[src/shared/sadc_map.svh]
/*
 Constants of the converter control block: control word fields,
 result bit counts, trigger codes and buffer sizes.
 Assumes it is included by its bare name after sadc_pkg.
*/
`ifndef SADC_MAP_SVH
`define SADC_MAP_SVH

`define SADC_C1_ON        15
`define SADC_C1_SIDL      13
`define SADC_C1_BUILD     12
`define SADC_C1_RES       10
`define SADC_C1_FORM_HI   9
`define SADC_C1_FORM_LO   8
`define SADC_C1_SSRC_HI   7
`define SADC_C1_SSRC_LO   5
`define SADC_C1_ASAM      2

`define SADC_C2_VREF_HI   15
`define SADC_C2_VREF_LO   13
`define SADC_C2_SCAN      10
`define SADC_C2_CHPS_HI   9
`define SADC_C2_CHPS_LO   8
`define SADC_C2_RATE_HI   5
`define SADC_C2_RATE_LO   2
`define SADC_C2_BUFM      1

`define SADC_C3_SAMC_HI   12
`define SADC_C3_SAMC_LO   8
`define SADC_C3_TAD_HI    7
`define SADC_C3_TAD_LO    0

`define SADC_SSRC_MANUAL  3'h0
`define SADC_SSRC_AUTO    3'h7

`define SADC_BITS_LO_M1   4'h9
`define SADC_BITS_HI_M1   4'hb

`define SADC_DATA_W       16
`define SADC_ADDR_W       12
`define SADC_FIFO_DEPTH   16
`define SADC_HALF_W       3

`endif

[src/shared/sadc_pkg.sv]
/*
 Types of the converter control block.
 Assumes nothing beyond a SystemVerilog compiler.
*/
package sadc_pkg;
   typedef enum logic [1:0] {
      SADC_IDLE,
      SADC_TRACK,
      SADC_CONV,
      SADC_STORE
   } sadc_state_t;
endpackage : sadc_pkg
[src/hw/sadc_ctrl.sv]
/*
 Control side of one successive-approximation converter instance:
 sampling, SAR stepping, formatting, interrupt flag and DMA addressing.
 Assumes an analog comparator on i_cmp, a DMA channel taking words
 from the o_dma_* stage, and software that writes control words only
 while the module is off.
*/
`timescale 1ns/1ns
`default_nettype none
`include "sadc_map.svh"

module sadc_ctrl (
   input  wire logic                    i_clk,
   input  wire logic                    i_rst,
   input  wire logic [15:0]             i_ctl_one,
   input  wire logic [15:0]             i_ctl_two,
   input  wire logic [15:0]             i_ctl_three,
   input  wire logic [15:0]             i_port_config_low,
   input  wire logic [15:0]             i_port_config_high,
   input  wire logic [4:0]              i_ch0_sel,
   input  wire logic                    i_ch123_alt,
   input  wire logic [2:0]              i_dma_buf_len,
   input  wire logic                    i_samp_set,
   input  wire logic                    i_samp_clear,
   input  wire logic [7:0]              i_trig_src,
   input  wire logic                    i_cpu_idle,
   input  wire logic                    i_cpu_sleep,
   input  wire logic                    i_flag_clear,
   input  wire logic                    i_cmp,
   input  wire logic                    i_dma_ready,
   output logic [4:0]                   o_ain_sel,
   output logic [3:0]                   o_sh_track,
   output logic [11:0]                  o_dac_code,
   output logic [2:0]                   o_vref_sel,
   output logic                         o_busy,
   output logic                         o_converter_interrupt_flag,
   output logic                         o_dma_req,
   output logic                         o_dma_valid,
   output logic [`SADC_DATA_W-1:0]      o_dma_data,
   output logic [`SADC_ADDR_W-1:0]      o_dma_addr
);
   localparam int FW = `SADC_DATA_W + `SADC_ADDR_W;

   sadc_pkg::sadc_state_t state_r;
   sadc_pkg::sadc_state_t state_nxt;
   logic [7:0]               tad_cnt_r;
   logic [7:0]               tad_cnt_nxt;
   logic [4:0]               samc_cnt_r;
   logic [4:0]               samc_cnt_nxt;
   logic [3:0]               bit_r;
   logic [3:0]               bit_nxt;
   logic [1:0]               sh_r;
   logic [1:0]               sh_nxt;
   logic [4:0]               scan_r;
   logic [4:0]               scan_nxt;
   logic [11:0]              dac_r;
   logic [11:0]              dac_nxt;
   logic [3:0]               grp_r;
   logic [3:0]               grp_nxt;
   logic [6:0]               ptr_r;
   logic [6:0]               ptr_nxt;
   logic                     half_r;
   logic                     half_nxt;
   logic                     res_hi_r;
   logic                     res_hi_nxt;
   logic                     flag_r;
   logic                     flag_nxt;
   logic                     req_r;
   logic                     req_nxt;
   logic [4:0]               ain_r;
   logic [4:0]               ain_nxt;
   logic [3:0]               track_r;
   logic [3:0]               track_nxt;
   logic [2:0]               vref_r;
   logic [2:0]               vref_nxt;
   logic                     ovalid_r;
   logic                     ovalid_nxt;
   logic [FW-1:0]            oword_r;
   logic [FW-1:0]            oword_nxt;
   logic                     busy_r;
   logic                     busy_nxt;

   logic                     on;
   logic                     run;
   logic                     tad_tick;
   logic                     samc_done;
   logic                     trig;
   logic [2:0]               ssrc;
   logic [1:0]               chps;
   logic [1:0]               nsh_m1;
   logic [3:0]               nbits_m1;
   logic [3:0]               sh_mask;
   logic [31:0]              analog;
   logic [4:0]               ch0_ain;
   logic [`SADC_ADDR_W-1:0]  addr;
   logic [`SADC_ADDR_W-1:0]  slot_mask;
   logic                     fifo_in_valid;
   logic                     fifo_in_ready;
   logic                     fifo_out_valid;
   logic                     fifo_out_ready;
   logic [FW-1:0]            fifo_out_data;

   // Input served by sample/hold k; channels 1..3 take a fixed triplet
   function automatic logic [4:0] ain_of(input logic [1:0] k, input logic [4:0] ch0,
                                         input logic alt);
      if (k == 2'h0) begin
         ain_of = ch0;
      end else begin
         ain_of = {3'h0, k - 2'h1} + (alt ? 5'h03 : 5'h00);
      end
   endfunction : ain_of

   // Next analog-enabled pin after cur, wrapping; stays put if none
   function automatic logic [4:0] next_scan(input logic [4:0] cur, input logic [31:0] mask);
      logic [4:0] idx;
      logic       found;
      next_scan = cur;
      found     = 1'b0;
      for (int i = 1; i <= 32; i++) begin
         idx = cur + 5'(i);
         if (!found && mask[idx]) begin
            next_scan = idx;
            found     = 1'b1;
         end
      end
   endfunction : next_scan

   // Align a raw result; raw holds n bits in its low end
   function automatic logic [15:0] fmt(input logic [11:0] raw, input logic [1:0] form,
                                       input logic hi);
      logic [11:0] sgn;
      sgn = hi ? {~raw[11], raw[10:0]} : {2'h0, ~raw[9], raw[8:0]};
      case (form)
         2'h0: fmt = {4'h0, raw};
         2'h1: fmt = hi ? {{4{sgn[11]}}, sgn} : {{6{sgn[9]}}, sgn[9:0]};
         2'h2: fmt = hi ? {raw, 4'h0} : {raw[9:0], 6'h00};
         default: fmt = hi ? {sgn, 4'h0} : {sgn[9:0], 6'h00};
      endcase
   endfunction : fmt

   always_comb begin
      on   = i_ctl_one[`SADC_C1_ON];
      // Sleep does not stop the block; only Idle with stop-in-idle set does
      run  = on && !(i_cpu_idle && !i_cpu_sleep && i_ctl_one[`SADC_C1_SIDL]);
      ssrc = i_ctl_one[`SADC_C1_SSRC_HI:`SADC_C1_SSRC_LO];
      chps = i_ctl_two[`SADC_C2_CHPS_HI:`SADC_C2_CHPS_LO];
      nbits_m1 = res_hi_r ? `SADC_BITS_HI_M1 : `SADC_BITS_LO_M1;
      if (res_hi_r) begin
         nsh_m1 = 2'h0;
      end else begin
         nsh_m1 = (chps == 2'h0) ? 2'h0 : ((chps == 2'h1) ? 2'h1 : 2'h3);
      end
      sh_mask  = (4'h2 << nsh_m1) - 4'h1;
      analog   = ~{i_port_config_high, i_port_config_low};
      ch0_ain  = i_ctl_two[`SADC_C2_SCAN] ? scan_r : i_ch0_sel;
      tad_tick = (tad_cnt_r == i_ctl_three[`SADC_C3_TAD_HI:`SADC_C3_TAD_LO]);
      samc_done = (samc_cnt_r >= i_ctl_three[`SADC_C3_SAMC_HI:`SADC_C3_SAMC_LO])
                  && (samc_cnt_r != 5'h00);
      case (ssrc)
         `SADC_SSRC_MANUAL: trig = i_samp_clear;
         `SADC_SSRC_AUTO:   trig = samc_done;
         default:           trig = i_trig_src[ssrc];
      endcase

      slot_mask = (`SADC_ADDR_W'(1) << i_dma_buf_len) - `SADC_ADDR_W'(1);
      if (i_ctl_one[`SADC_C1_BUILD]) begin
         if (i_ctl_two[`SADC_C2_BUFM]) begin
            addr = {{(`SADC_ADDR_W - `SADC_HALF_W - 1){1'b0}}, half_r,
                    grp_r[`SADC_HALF_W-1:0]};
         end else begin
            addr = {{(`SADC_ADDR_W - 4){1'b0}}, grp_r};
         end
      end else begin
         addr = (`SADC_ADDR_W'(ain_r) << i_dma_buf_len)
                | (`SADC_ADDR_W'(ptr_r) & slot_mask);
      end

      state_nxt    = state_r;
      samc_cnt_nxt = samc_cnt_r;
      bit_nxt      = bit_r;
      sh_nxt       = sh_r;
      scan_nxt     = scan_r;
      dac_nxt      = dac_r;
      grp_nxt      = grp_r;
      ptr_nxt      = ptr_r;
      half_nxt     = half_r;
      ain_nxt      = ain_r;
      track_nxt    = track_r;
      req_nxt      = 1'b0;
      fifo_in_valid = 1'b0;
      vref_nxt     = i_ctl_two[`SADC_C2_VREF_HI:`SADC_C2_VREF_LO];
      // Latched only while off, so a change with the module on waits
      res_hi_nxt   = on ? res_hi_r : i_ctl_one[`SADC_C1_RES];
      flag_nxt     = flag_r && !i_flag_clear;
      tad_cnt_nxt  = (!run || tad_tick || state_r == sadc_pkg::SADC_IDLE) ? 8'h00
                     : tad_cnt_r + 8'h01;

      case (state_r)
         sadc_pkg::SADC_IDLE: begin
            track_nxt = 4'h0;
            if (run && (i_ctl_one[`SADC_C1_ASAM] || i_samp_set)) begin
               state_nxt    = sadc_pkg::SADC_TRACK;
               samc_cnt_nxt = 5'h00;
               track_nxt    = sh_mask;
               ain_nxt      = ch0_ain;
            end
         end
         sadc_pkg::SADC_TRACK: begin
            if (tad_tick && !samc_done) begin
               samc_cnt_nxt = samc_cnt_r + 5'h01;
            end
            if (!run) begin
               state_nxt = sadc_pkg::SADC_IDLE;
            end else if (trig) begin
               // All enabled holds freeze together, then convert in turn
               track_nxt = 4'h0;
               sh_nxt    = 2'h0;
               bit_nxt   = nbits_m1;
               dac_nxt   = 12'h001 << nbits_m1;
               ain_nxt   = ch0_ain;
               state_nxt = sadc_pkg::SADC_CONV;
            end
         end
         sadc_pkg::SADC_CONV: begin
            if (!run) begin
               state_nxt = sadc_pkg::SADC_IDLE;
            end else if (tad_tick) begin
               if (!i_cmp) begin
                  dac_nxt[bit_r] = 1'b0;
               end
               if (bit_r == 4'h0) begin
                  state_nxt = sadc_pkg::SADC_STORE;
               end else begin
                  bit_nxt = bit_r - 4'h1;
                  dac_nxt[bit_r - 4'h1] = 1'b1;
               end
            end
         end
         sadc_pkg::SADC_STORE: begin
            // Stalls here while the FIFO is full
            fifo_in_valid = 1'b1;
            if (fifo_in_ready) begin
               if (grp_r == i_ctl_two[`SADC_C2_RATE_HI:`SADC_C2_RATE_LO]) begin
                  grp_nxt  = 4'h0;
                  ptr_nxt  = ptr_r + 7'h01;
                  flag_nxt = 1'b1;
                  req_nxt  = 1'b1;
                  half_nxt = i_ctl_two[`SADC_C2_BUFM] ? !half_r : 1'b0;
               end else begin
                  grp_nxt = grp_r + 4'h1;
               end
               if (sh_r == nsh_m1) begin
                  if (i_ctl_two[`SADC_C2_SCAN]) begin
                     scan_nxt = next_scan(scan_r, analog);
                  end
                  if (run && i_ctl_one[`SADC_C1_ASAM]) begin
                     state_nxt    = sadc_pkg::SADC_TRACK;
                     samc_cnt_nxt = 5'h00;
                     track_nxt    = sh_mask;
                     ain_nxt      = i_ctl_two[`SADC_C2_SCAN]
                                    ? next_scan(scan_r, analog) : i_ch0_sel;
                  end else begin
                     state_nxt = sadc_pkg::SADC_IDLE;
                  end
               end else begin
                  sh_nxt    = sh_r + 2'h1;
                  ain_nxt   = ain_of(sh_r + 2'h1, ch0_ain, i_ch123_alt);
                  bit_nxt   = nbits_m1;
                  dac_nxt   = 12'h001 << nbits_m1;
                  state_nxt = sadc_pkg::SADC_CONV;
               end
            end
         end
         default: begin
            state_nxt = sadc_pkg::SADC_IDLE;
         end
      endcase
      if (!on) begin
         grp_nxt  = 4'h0;
         ptr_nxt  = 7'h00;
         half_nxt = 1'b0;
      end

      // Registered so the port comes straight from a flip-flop
      busy_nxt = (state_nxt == sadc_pkg::SADC_CONV) || (state_nxt == sadc_pkg::SADC_STORE);
      fifo_out_ready = !ovalid_r || i_dma_ready;
      ovalid_nxt     = ovalid_r && !i_dma_ready;
      oword_nxt      = oword_r;
      if (fifo_out_valid && fifo_out_ready) begin
         ovalid_nxt = 1'b1;
         oword_nxt  = fifo_out_data;
      end
   end

   always_ff @(posedge i_clk) begin
      if (i_rst) begin
         state_r    <= sadc_pkg::SADC_IDLE;
         tad_cnt_r  <= 8'h00;
         samc_cnt_r <= 5'h00;
         bit_r      <= 4'h0;
         sh_r       <= 2'h0;
         scan_r     <= 5'h00;
         dac_r      <= 12'h000;
         grp_r      <= 4'h0;
         ptr_r      <= 7'h00;
         half_r     <= 1'b0;
         res_hi_r   <= 1'b0;
         flag_r     <= 1'b0;
         req_r      <= 1'b0;
         ain_r      <= 5'h00;
         track_r    <= 4'h0;
         vref_r     <= 3'h0;
         ovalid_r   <= 1'b0;
         oword_r    <= '0;
         busy_r     <= 1'b0;
      end else begin
         state_r    <= state_nxt;
         tad_cnt_r  <= tad_cnt_nxt;
         samc_cnt_r <= samc_cnt_nxt;
         bit_r      <= bit_nxt;
         sh_r       <= sh_nxt;
         scan_r     <= scan_nxt;
         dac_r      <= dac_nxt;
         grp_r      <= grp_nxt;
         ptr_r      <= ptr_nxt;
         half_r     <= half_nxt;
         res_hi_r   <= res_hi_nxt;
         flag_r     <= flag_nxt;
         req_r      <= req_nxt;
         ain_r      <= ain_nxt;
         track_r    <= track_nxt;
         vref_r     <= vref_nxt;
         ovalid_r   <= ovalid_nxt;
         oword_r    <= oword_nxt;
         busy_r     <= busy_nxt;
      end
   end

   sadc_fifo #(
      .W     (FW),
      .DEPTH (`SADC_FIFO_DEPTH)
   ) u_fifo (
      .i_clk       (i_clk),
      .i_rst       (i_rst),
      .i_in_valid  (fifo_in_valid),
      .o_in_ready  (fifo_in_ready),
      .i_in_data   ({addr, fmt(dac_r, i_ctl_one[`SADC_C1_FORM_HI:`SADC_C1_FORM_LO],
                                res_hi_r)}),
      .o_out_valid (fifo_out_valid),
      .i_out_ready (fifo_out_ready),
      .o_out_data  (fifo_out_data)
   );

   assign o_ain_sel  = ain_r;
   assign o_sh_track = track_r;
   assign o_dac_code = dac_r;
   assign o_vref_sel = vref_r;
   assign o_busy     = busy_r;
   assign o_converter_interrupt_flag = flag_r;
   assign o_dma_req  = req_r;
   assign o_dma_valid = ovalid_r;
   assign o_dma_data = oword_r[`SADC_DATA_W-1:0];
   assign o_dma_addr = oword_r[FW-1:`SADC_DATA_W];
endmodule : sadc_ctrl

`default_nettype wire

[src/hw/sadc_fifo.sv]
/*
 Synchronous FIFO with valid/ready on both sides.
 Assumes one clock and a synchronous active-high reset.
*/
`timescale 1ns/1ns
`default_nettype none

module sadc_fifo #(
   parameter int W     = 28,
   parameter int DEPTH = 16
) (
   input  wire logic         i_clk,
   input  wire logic         i_rst,
   input  wire logic         i_in_valid,
   output logic              o_in_ready,
   input  wire logic [W-1:0] i_in_data,
   output logic              o_out_valid,
   input  wire logic         i_out_ready,
   output logic [W-1:0]      o_out_data
);
   localparam int AW = $clog2(DEPTH);

   logic [W-1:0] mem [DEPTH];
   logic [AW:0]  wr_r;
   logic [AW:0]  wr_nxt;
   logic [AW:0]  rd_r;
   logic [AW:0]  rd_nxt;
   logic         push;
   logic         pop;
   logic         full;
   logic         empty;

   always_comb begin
      empty  = (wr_r == rd_r);
      full   = (wr_r[AW-1:0] == rd_r[AW-1:0]) && (wr_r[AW] != rd_r[AW]);
      push   = i_in_valid && !full;
      pop    = i_out_ready && !empty;
      wr_nxt = push ? wr_r + 1'b1 : wr_r;
      rd_nxt = pop ? rd_r + 1'b1 : rd_r;
   end

   always_ff @(posedge i_clk) begin
      if (i_rst) begin
         wr_r <= '0;
         rd_r <= '0;
      end else begin
         wr_r <= wr_nxt;
         rd_r <= rd_nxt;
      end
      if (push) begin
         mem[wr_r[AW-1:0]] <= i_in_data;
      end
   end

   assign o_in_ready  = !full;
   assign o_out_valid = !empty;
   assign o_out_data  = mem[rd_r[AW-1:0]];
endmodule : sadc_fifo

`default_nettype wire

[config.mk]
export PLATFORM = sky130hd
export DESIGN_NAME = sadc_ctrl
export DESIGN_NICKNAME = d
export VERILOG_FILES = /design/src/shared/sadc_pkg.sv /design/src/hw/sadc_ctrl.sv /design/src/hw/sadc_fifo.sv
export VERILOG_INCLUDE_DIRS = /design/src /design/src/shared
export SDC_FILE = /design/constraint.sdc
export NUM_CORES = 1
export LEC_CHECK = 0
export ABC_AREA = 1
export BUFFER_PORTS_ARGS = -buffer_cell sky130_fd_sc_hd__buf_4
export CORE_ASPECT_RATIO = 0.7
export CORE_UTILIZATION = 43
export CTS_BUF_LIST = sky130_fd_sc_hd__clkbuf_8
export CTS_CLUSTER_DIAMETER = 60
export DETAILED_ROUTE_END_ITERATION = 10
export HOLD_SLACK_MARGIN = 0.05
export PLACE_DENSITY = 0.71
export SYNTH_ARGS = -nofsm -noshare
export SYNTH_HDL_FRONTEND = slang
export SYNTH_SLANG_ARGS = --single-unit
[constraint.sdc]
create_clock -name i_clk -period 6.7 [get_ports i_clk]
set_clock_uncertainty 0.15 [all_clocks]
set_input_delay 0.335 -clock i_clk [delete_from_list [all_inputs] [get_ports i_clk]]
set_output_delay 0.335 -clock i_clk [all_outputs]
set_load 0.02 [all_outputs]
# --- After elaboration in Yosys (flattened, before gate mapping) ---
# Memory sizes are Yosys's and may differ from the RTL's. A register that Yosys moved wholly into a read port is not among the register bits.
# Cells that the tools add are included.
op_classes:
  add_sub_neg: 43
  eq_ne: 27
  muxes: 522
  n_reduce_logical: 175
  shifts: 4
  bitwise_logic: 12
  order_cmp: 38
ops:
  columns: ["cell", "n"]
  rows:
  - ["$mux 5", 76]
  - ["$mux 1", 354]
  - ["$lt 5x6->1 const B", 32]
  - ["$bmux 1 s5", 32]
  - ["$mux 12", 13]
  - ["$add 5x5->5 const B", 16]
  - ["$logic_and 1x1->1", 76]
  - ["$logic_not 1->1", 72]
  - ["$mux 4", 15]
  - ["$mux 16", 3]
  - ["$pmux 16 s3", 1]
  - ["$add 5x4->5 const B", 8]
  - ["$pmux 12 s3", 1]
  - ["$mux 2", 17]
  - ["$not 32->32", 1]
  - ["$pmux 5 s3", 2]
  - ["$or 12x12->12", 2]
  - ["$pmux 4 s3", 2]
  - ["$add 5x1->5 const B", 4]
  - ["$add 5x3->5 const B", 4]
  - ["$ne 2x2->1 const B", 10]
  - ["$reduce_and 6->1", 3]
  - ["$and 12x12->12", 1]
  - ["$and 7x12->12", 1]
  - ["48 further kinds", 75]
totals:
  reg_bits: 77
  in_bits: 106
  mem_bits_rw: 448
  mem_count: 1
  elab_cells: 842
  output_inout_bits: 56
mem_list:
  columns: ["memory", "words", "word_bits", "read_ports", "rd_clocked_by_memory_dff", "write_ports", "line", "source"]
  rows:
  - ["u_fifo.mem", 16, 28, 1, 1, 1, "sadc_fifo.sv:23", "logic [W-1:0] mem [DEPTH];"]

# --- Depth between registers and ports, before layout ---
# Gate-level depths: netlist (run 1).
depth:
  word_depth: 228
  depth_mapped: 62
  depth_no_buf: 60

# --- Modules after synthesis ---
# From an unflattened synthesis (run 1), not the netlist that was laid out.
unflattened:
  cells_unflattened: 3222
  hier_area_um2: 29226.8
modules_own_cells:
  columns: ["module", "seq_area_each_um2", "instances", "area_each_um2", "cells_each"]
  rows:
  - ["sadc_fifo", 13733.2, 1, 19643.8, 1541]
  - ["sadc_ctrl", 1881.8, 1, 9582.9, 1681]

# --- Least setup slack after synthesis (run 1) ---
# No wires, ideal clock.
synth_timing:
  path_type: "register to register"
  start: "reg scan_r[1]"
  end: "reg ain_r[0] (netlist: o_ain_sel[0])"
  synth_period_minus_slack_ps: 5212
  arrival_time_ps: 4967
  required_ps: 6455
  setup_ps: 95
  path_buffers: 3
  slack_ps: 1488
  path_stages_with_launch: 42
  cell_sequence: "dfxtp_1 > inv_2 > clkbuf_1 > ha_1 > buf_2 > inv_2 > clkbuf_1 > nand3_1 > nand3_1 > nand3_1 > nand3_2 > nand2_4 > nand2_2 > nor2_4 > nand2_2 > nor2_4 > nand4_2 > nor2_2 > [6 not listed] > inv_2 > nor2_4 > nand2_2 > nor4_4 > nand2_2 > nor2_4 > nand4_2 > nor2_4 > nand2_2 > nor2_4 > nand2_2 > nor3_2 > nand2_1 > nand3_1 > xor2_1 > o21ai_1 > nand2_1 > a221oi_1"
synth_via:
  elab_chain_cells: 226
  elab_cells_between_ends: 349
  classes_between: "31 x add/sub; 256 x mux; 62 x reduce/logical"
synth_rtl:
  columns: ["item", "line", "source"]
  rows:
  - ["start: declaration", "sadc_ctrl.sv:54", "logic [4:0] scan_r;"]
  - ["start signal: assignment", "sadc_ctrl.sv:322", "scan_r <= scan_nxt;"]
  - ["$add 5x1->5", "sadc_ctrl.sv:120", "idx = cur + 5'(i);"]
  - ["$bmux 1 s5", "sadc_ctrl.sv:121", "if (!found && mask[idx]) begin"]
  - ["$mux 1 (implied by the code)", "sadc_ctrl.sv:121", null]
  - ["$mux 1", "sadc_ctrl.sv:121", null]
  - ["$mux 1", "sadc_ctrl.sv:256", "if (run && i_ctl_one[`SADC_C1_ASAM]) begin"]
  - ["$mux 1", "sadc_ctrl.sv:252", "if (sh_r == nsh_m1) begin"]
  - ["$mux 1", "sadc_ctrl.sv:242", "if (fifo_in_ready) begin"]
  - ["$mux 1", "sadc_ctrl.sv:198", "case (state_r)"]
  - ["[210 not listed]", null, null]
  - ["$logic_not 1->1", "sadc_ctrl.sv:121", null]
  - ["$logic_and 1x1->1", "sadc_ctrl.sv:121", null]
  - ["$mux 5 (*)", "sadc_ctrl.sv:121", null]
  - ["$mux 5 (*)", "sadc_ctrl.sv:260", "ain_nxt = i_ctl_two[`SADC_C2_SCAN]"]
  - ["$mux 5 (*)", "sadc_ctrl.sv:256", null]
  - ["$mux 5 (*)", "sadc_ctrl.sv:252", null]
  - ["$mux 5 (*)", "sadc_ctrl.sv:242", null]
  - ["$pmux 5 s3 (*)", "sadc_ctrl.sv:198", null]
  - ["end signal: assignment", "sadc_ctrl.sv:330", "ain_r <= ain_nxt;"]
  - ["end: declaration", "sadc_ctrl.sv:70", "logic [4:0] ain_r;"]
# Mark *: on every way between the ends. The rest lies on a longest branch, timed or not. The select of a mux whose other input is x is not followed.
# A chain may end at the register's enable or synchronous reset.

# --- Worst setup path after layout (run 1) ---
layout_timing:
  start: "reg scan_r[0]"
  end: "reg ain_r[0] (netlist: o_ain_sel[0])"
layout_via:
  elab_chain_cells: 226
  elab_cells_between_ends: 354
  classes_between: "31 x add/sub; 261 x mux; 62 x reduce/logical"
layout_rtl:
  columns: ["item", "line"]
  rows:
  - ["$add 5x1->5", "sadc_ctrl.sv:120"]
  - ["$bmux 1 s5", "sadc_ctrl.sv:121"]
  - ["$mux 1 (implied by the code)", "sadc_ctrl.sv:121"]
  - ["$mux 1", "sadc_ctrl.sv:121"]
  - ["$mux 1", "sadc_ctrl.sv:256"]
  - ["$mux 1", "sadc_ctrl.sv:252"]
  - ["$mux 1", "sadc_ctrl.sv:242"]
  - ["$mux 1", "sadc_ctrl.sv:198"]
  - ["[210 not listed]", null]
  - ["$logic_not 1->1", "sadc_ctrl.sv:121"]
  - ["$logic_and 1x1->1", "sadc_ctrl.sv:121"]
  - ["$mux 5", "sadc_ctrl.sv:121"]
  - ["$mux 5", "sadc_ctrl.sv:260"]
  - ["$mux 5", "sadc_ctrl.sv:256"]
  - ["$mux 5", "sadc_ctrl.sv:252"]
  - ["$mux 5", "sadc_ctrl.sv:242"]
  - ["$pmux 5 s3 (*)", "sadc_ctrl.sv:198"]
# Marked as above.

==> results.cfg, run 1 <==
[status]
status = complete, but fails checks
failed_checks = design-rule violations

[routing]
drtIter0Drc = 2822
drtPass1Iterations = 9
drcViolationCount = 6
wire_per_inst_microns = 20.1
wl_microns = 80500
via_count = 22454
drtAntennaViolNets = 0
vias_per_cell = 5.61

[timing]
slew_headroom_pct = 16.3
setup_violations = 0
tns_ns = 0
final-max-slew-violation-count = 0
fin_ws_ns = 0.411
hold_ws_ns = 0.117
tightest_slew_ns = 1.25
period_share_pct = 93.9
fin_crit_ns = 6.29
max_freq_mhz = 159
hold_violations = 0

[clock_network]
cts_tree = built
htree_levels = 3
clk_latency_ns = 0.69
cts-root-buf = clkbuf_8
clk_path_buf_depth = 3
cts_buffers = 88
path_clk_slew_ns = 0.07
clock-sinks = 552

[die]
io_pins = 162
die_w_microns = 302
core_area_sq_um = 61900
rows = 76
dieHeight_microns = 212
die_area_sq_um = 64000
start_util_pct = 43.7

[logic_synthesis]
syn_avg_cell_area_sq_um = 9.33
synth.distinct_cells = 59
yosys_warnings = 0
netlist_instances = 2902
synthesis.area_sq_um = 27100
synth_top_area_share_pct = 49.7
synth_edf_count = 448
synth_top_cells_by_area = edfxtp_1 50%, dfxtp_1 7.7%, o21ai_0 7.5%, nand2_1 6.0%, nor2_1 4.9%
ys.flop_type = edfxtp_1
ys_seq_area_share_pct = 57.4
synth-async-reset-ratio_pct = 0
synth_fp_nets = 3044
ys_ff_latch = 552
synth_area_leader_cell = edfxtp_1

[worst_setup_path]
cp_slowest_cell = dlygate4sd3_1
path_common_cell = nor2_4
cp-end-kind = flop
worstPathRequired_ns = 7.18
cp.arrival_ns = 6.77
critPathMaxStageDelay_ns = 0.58
cp_max_fo = 10
worstSetupStartpointType = flop
crit_type = flop to flop

[layout]
final_cells = 4004
regArea_sq_um = 15500
nFillCells = 5546
multiInputGateArea_sq_um = 10200
area_growth_pct = 16.4
drive_above_1_share_pct = 14.3
fin_util_pct = 50.9
nNetsFinal = 3252
final_cell_mix = 448 x edfxtp_1, 433 x nand2_1, 403 x o21ai_0
mostFrequentLayoutCell = edfxtp_1
finish.instance_area_sq_um = 31500

[grt]
antenna_found_initial = 2
grt_max_degree = 111
grt-ovfl-total = 0
track_usage_pct = 25.1
grt_pass1_wl_microns = 121000
grt_pass1_vias = 20750

[pwr]
total_power_mw = 9.06
leakagePower_nw = 12.0
vdd_drop_max_mv = 0.191
power.density_nw_per_um2 = 287

[run]
drv_cap = 0

[placement]
dpl_cell_area_sq_um = 29400
hpwl_microns = 50300
pre_cts_ws_ns = 0.701
dp.cells = 3806
io_buffers = 145
gp_congestion = 1.00

[hold_path]
hp-class = input pin to flop
[where the power goes]
part	total [mW]	internal [mW]	switching (mW)
clock network	2.76	1.41	1.35
registers	4.03	3.86	0.166
logic	2.27	0.722	1.55
[final timing paths]
check / to / slack (ns) / from / cells past startpoint
max: o_ain_sel[0]$_SDFFE_PP0P_ / 0.41 / scan_r[0]$_SDFFE_PP0P_ / 39
min: u_fifo.mem[15][22]$_DFFE_PP_ / 0.12 / i_ctl_one[12] / 2
max reg2reg: o_ain_sel[0]$_SDFFE_PP0P_ / 0.41 / scan_r[0]$_SDFFE_PP0P_ / 39
min reg2reg: tad_cnt_r[0]$_SDFF_PP0_ / 0.30 / tad_cnt_r[0]$_SDFF_PP0_ / 1
[cells by family (layout without fill, tap and decap cells)]
| logic type | Yosys count | after routing | share of synthesized area (%) |
|---|---|---|---|
| AO/OA/AOI/OAI | 762 | 762 | 16.2 |
| XOR/XNOR | 31 | 31 | 1.14 |
| adder cells (fa/ha/maj) | 36 | 36 | 1.69 |
| buffers and inverters | 409 | 689 | 5.92 |
| flip-flops | 552 | 552 | 57.4 |
| multiplexers | 4 | 4 | 0.153 |
| other | 0 | 3 | 0 |
| AND/OR/NAND/NOR | 1108 | 1108 | 17.5 |
[state kept, by name, indices dropped and copies added (netlist names), 2 cells and up]
signal,count
o_sh_track,3
u_fifo.wr_r,5
sh_r,2
bit_r,4
scan_r,5
o_dac_code,12
tad_cnt_r,8
u_fifo.rd_r,5
o_vref_sel,3
grp_r,4
ptr_r,7
samc_cnt_r,5
o_ain_sel,5
state_r,2
oword_r,28
u_fifo.mem,448
[critical path: cells and delay by family, from the launching register on]
| family | cells | cell delay [ns] |
|---|---|---|
| AND/OR/NAND/NOR | 27 | 3.47 |
| buffers and inverters | 8 | 1.49 |
| AO/OA/AOI/OAI | 2 | 0.39 |
| flip-flops | 1 | 0.35 |
| adder cells (fa/ha/maj) | 1 | 0.24 |
| XOR/XNOR | 1 | 0.10 |
[routing by layer]
layer	GRT usage [%]	wire [microns]	up-vias
met5	0	0	-
met4	7.63	1820	0
met3	6.68	8940	145
met2	37.0	34500	1151
met1	35.9	35200	10466
li1	-	-	10692
[repair_timing]
action                                 CTS  global route
buffers inserted                         0             2
setup endpoints to repair                0             4
endpoints found under the hold margin   46             0
hold buffers                            31             0
resized for setup                        0            29
[cell usage after synthesis, types with 3 or more instances]
master / number
nor2_1: 352
o22ai_1: 72
nor3_1: 20
ha_1: 35
o211ai_1: 28
nand2_1: 433
inv_1: 232
nor4_1: 5
nor2_2: 6
dfxtp_1: 104
mux2i_1: 3
nand3_1: 227
clkbuf_1: 123
a31oi_1: 10
clkinv_1: 8
inv_2: 21
buf_1: 4
xor2_2: 4
nand2_2: 10
xor2_1: 23
buf_6: 4
nor2_4: 7
o21a_1: 9
edfxtp_1: 448
buf_4: 5
buf_2: 10
nor3b_1: 7
xnor2_1: 3
o221ai_1: 48
nand4_1: 18
or2_2: 11
o21ai_1: 14
a211oi_1: 17
a221oi_1: 25
o21ai_0: 405
o31ai_1: 3
a21oi_1: 121
[final cells by class]
class                           count  share of cell area, %
Sequential cell                   552                   49.3
Multi-Input combinational cell   1941                   32.3
Timing Repair Buffer              264                   6.58
Clock buffer                       96                   4.19
Tap cell                          819                   3.25
Inverter                          263                   3.19
Clock inverter                     66                   1.17
Antenna cell                        3                 0.0238
Note: power is estimated with default switching activity, not from simulation.
==> run 2: changes to the inputs <==
Settings changed: CELL_PAD_IN_SITES_DETAIL_PLACEMENT set to 1, CELL_PAD_IN_SITES_GLOBAL_PLACEMENT set to 2, CORE_UTILIZATION 43 to 40, PLACE_DENSITY 0.71 to 0.93, SETUP_SLACK_MARGIN set to 0.3, SYNTH_HIERARCHICAL set to 1.
==> run 2 against run 1 <==
Largest power group unchanged. Routed wire length increased by 18%. Sequential cell count increased by 4. Worst setup slack gained 0.46 ns. Final cell count rose by 12%. Critical path depth rose by 4. Worst hold slack worse by 0.0074 ns. Synthesized area is 8.0% higher. Critical endpoint is now o_ain_sel[3]$_SDFFE_PP0P_. Combinational power is 34% higher. Clock power hardly changed. Register-to-register slack better by 0.46 ns. The run now ends clean. Total power up 9.8%. Final area increased by 5.9%.
==> results.cfg, run 2 <==
[status]
status = completed

[layout]
mostFrequentLayoutCell = nand2_1
regArea_sq_um = 15600
diodes = 0
largest_reg_flops = 448
nFillCells = 8341
multiInputGateArea_sq_um = 10800
area_growth_pct = 14.2
nNetsFinal = 3576
final_cell_mix = 543 x nand2_1, 448 x edfxtp_1, 445 x inv_1
finish.instance_area_sq_um = 33400
drive_above_1_share_pct = 17.7

[pwr]
total_power_mw = 9.95
leakagePower_nw = 13.4
power.density_nw_per_um2 = 298
vdd_drop_max_mv = 0.266

[worst_setup_path]
cp_max_fo = 21
worstPathRequired_ns = 7.14
crit_type = flop to flop
worstSetupStartpointType = flop
critPathMaxStageDelay_ns = 0.41
cp_slowest_cell = dfxtp_4
timing.rr.end = o_ain_sel[3]$_SDFFE_PP0P_
cp.arrival_ns = 6.27
path_common_cell = nand2_1
reg2reg_slack_ns = 0.87
reg2reg_from = scan_r[1]$_SDFFE_PP0P_
r2r_cells = 43
cp-end-kind = flop

[logic_synthesis]
synthesis.area_sq_um = 29200
synth_top_area_share_pct = 46.0
ys_ff_latch = 556
netlist_instances = 3222
synth_top_cells_by_area = edfxtp_1 46%, dfxtp_1 7.4%, nand2_1 7.0%, nand3_1 6.6%, inv_1 5.2%
ys.flop_type = edfxtp_1
synth_top_family_by_area = simple AND/OR/NAND/NOR gates
syn_avg_cell_area_sq_um = 9.07
synth_mux_area_share_pct = 0.0685
synth-async-reset-ratio_pct = 0
ys_seq_area_share_pct = 53.4
synthAdderAreaFrac_pct = 1.57
ys_top_cells_by_count = 543 x nand2_1, 448 x edfxtp_1, 404 x inv_1, 387 x nand3_1, 288 x o21ai_0
synth_edf_count = 448
synth.distinct_cells = 62
synth_area_leader_cell = edfxtp_1
synth-compound-area-share_pct = 14.2
synthSimpleGateAreaFrac_pct = 19.5
synth_most_common_cell = nand2_1
synth-xor-area-share_pct = 1.03
yosys_warnings = 6
synth_fp_nets = 3364

[timing]
tns_ns = 0
max_freq_mhz = 172
slew_headroom_pct = 13.0
setup_violations = 0
final-max-slew-violation-count = 0
rsz0062_at_grt = no
period_share_pct = 87.0
fin_crit_ns = 5.83
hold_violations = 0
tightest_slew_ns = 1.31

[routing]
vias_per_cell = 5.37
wire_per_inst_microns = 21.3
wl_microns = 95200
drcViolationCount = 0
drtIter0Drc = 2135
drtAntennaViolNets = 0
drtPass1Iterations = 5
via_count = 24017

[clock_network]
cts_setup_buffers = 0
cts_tree = built
path_clk_slew_ns = 0.07
cts-root-buf = clkbuf_8
clk_latency_ns = 0.71
htree_levels = 3
clock-sinks = 556
clk_path_buf_depth = 3
cts_buffers = 89

[placement]
dpl_cell_area_sq_um = 31400
io_buffers = 145
gp_congestion = 0.942
hpwl_microns = 63300

[die]
die_w_microns = 325
io_pins = 162
die_area_sq_um = 74200
dieHeight_microns = 228
core_area_sq_um = 71900
rows = 82
start_util_pct = 40.6

[grt]
grt_max_degree = 210
grt_pass1_wl_microns = 144000
track_usage_pct = 25.4
antenna_found_initial = 3
grt-ovfl-total = 0
grt_pass1_vias = 24225

[hold_path]
holdPathStages = 5
min_to = o_dma_req$_SDFF_PP0_
hold_start = i_ctl_two[5]
hp-class = input pin to flop

[run]
drv_cap = 0
## run 2: cell type report
| type | instances | share of cell area [%] |
|---|---|---|
| Clock buffer | 96 | 3.96 |
| Clock inverter | 68 | 0.952 |
| Timing Repair Buffer | 270 | 6.46 |
| Tap cell | 966 | 3.62 |
| Sequential cell | 556 | 46.8 |
| Multi-Input combinational cell | 2024 | 32.4 |
| Inverter | 493 | 5.83 |
## run 2: how the worst max path moves through the flow
| stage | startpoint | to | slack, ns |
|---|---|---|---|
| 6_report | scan_r[1]$_SDFFE_PP0P_ | o_ain_sel[3]$_SDFFE_PP0P_ | 0.87 |
| 5_1_grt | scan_r[0]$_SDFFE_PP0P_ | scan_r[4]$_SDFFE_PP0P_ | 0.32 |
| 4_1_cts | scan_r[1]$_SDFFE_PP0P_ | scan_r[4]$_SDFFE_PP0P_ | 0.57 |
| 3_5_place_dp | scan_r[1]$_SDFFE_PP0P_ | o_ain_sel[1]$_SDFFE_PP0P_ | 0.59 |
| 3_3_place_gp | scan_r[1]$_SDFFE_PP0P_ | scan_r[4]$_SDFFE_PP0P_ | 0.74 |
| 2_1_floorplan | scan_r[1]$_SDFFE_PP0P_ | o_ain_sel[4]$_SDFFE_PP0P_ | 1.70 |
## run 2: repair_timing
action	in CTS	in global routing
hold endpoints to repair	65	0
gates resized for setup	0	20
endpoints found under the setup margin	0	10
hold buffers	27	0
## run 2: critical path: cells and delay by family (launching register included)
kind	cells	cell delay [ns]
AND/OR/NAND/NOR	32	3.58
buffers and inverters	7	0.86
flip-flops	1	0.41
XOR/XNOR	1	0.30
AO/OA/AOI/OAI	2	0.21
adder cells (fa/ha/maj)	1	0.17
## run 2: metrics by stage
stage | setup WS [ns] | utilization [%] | instances | hold WS, ns
after CTS | 0.567 | 46.3 | 4473 | 0.0607
after global routing | 0.321 | 46.4 | 4473 | 0.113
after global placement | 0.742 | 43.6 | 4282 | 0.280
after detailed placement | 0.590 | 43.6 | 4282 | 0.298
after floorplan | 1.70 | - | 3222 | 0.267
final | 0.874 | 46.4 | 4473 | 0.109
## run 2: metal layers
metal	GRT usage (%)	routed length, microns	vias up
met1	36.5	44700	11716
met3	6.46	7750	124
met5	0.256	9	-
met2	38.6	41300	790
met4	4.98	1430	2
li1	-	-	11385
## run 2: logic make-up (layout without fill, tap and decap cells)
| group | after synthesis | in the layout |
|---|---|---|
| and+or+nand+nor | 1273 | 1273 |
| AOI/OAI and AO/OA | 686 | 686 |
| buffers and inverters | 642 | 927 |
| DFF | 556 | 556 |
| adders and majority gates | 36 | 36 |
| xor gates and xnor gates | 27 | 27 |
| muxes | 2 | 2 |
## run 2: where the power goes
part / internal [mW] / leakage [nW] / switching, mW
clock network: 1.36 / 0.993 / 1.37
logic: 0.988 / 7.41 / 2.06
registers: 3.93 / 4.96 / 0.231
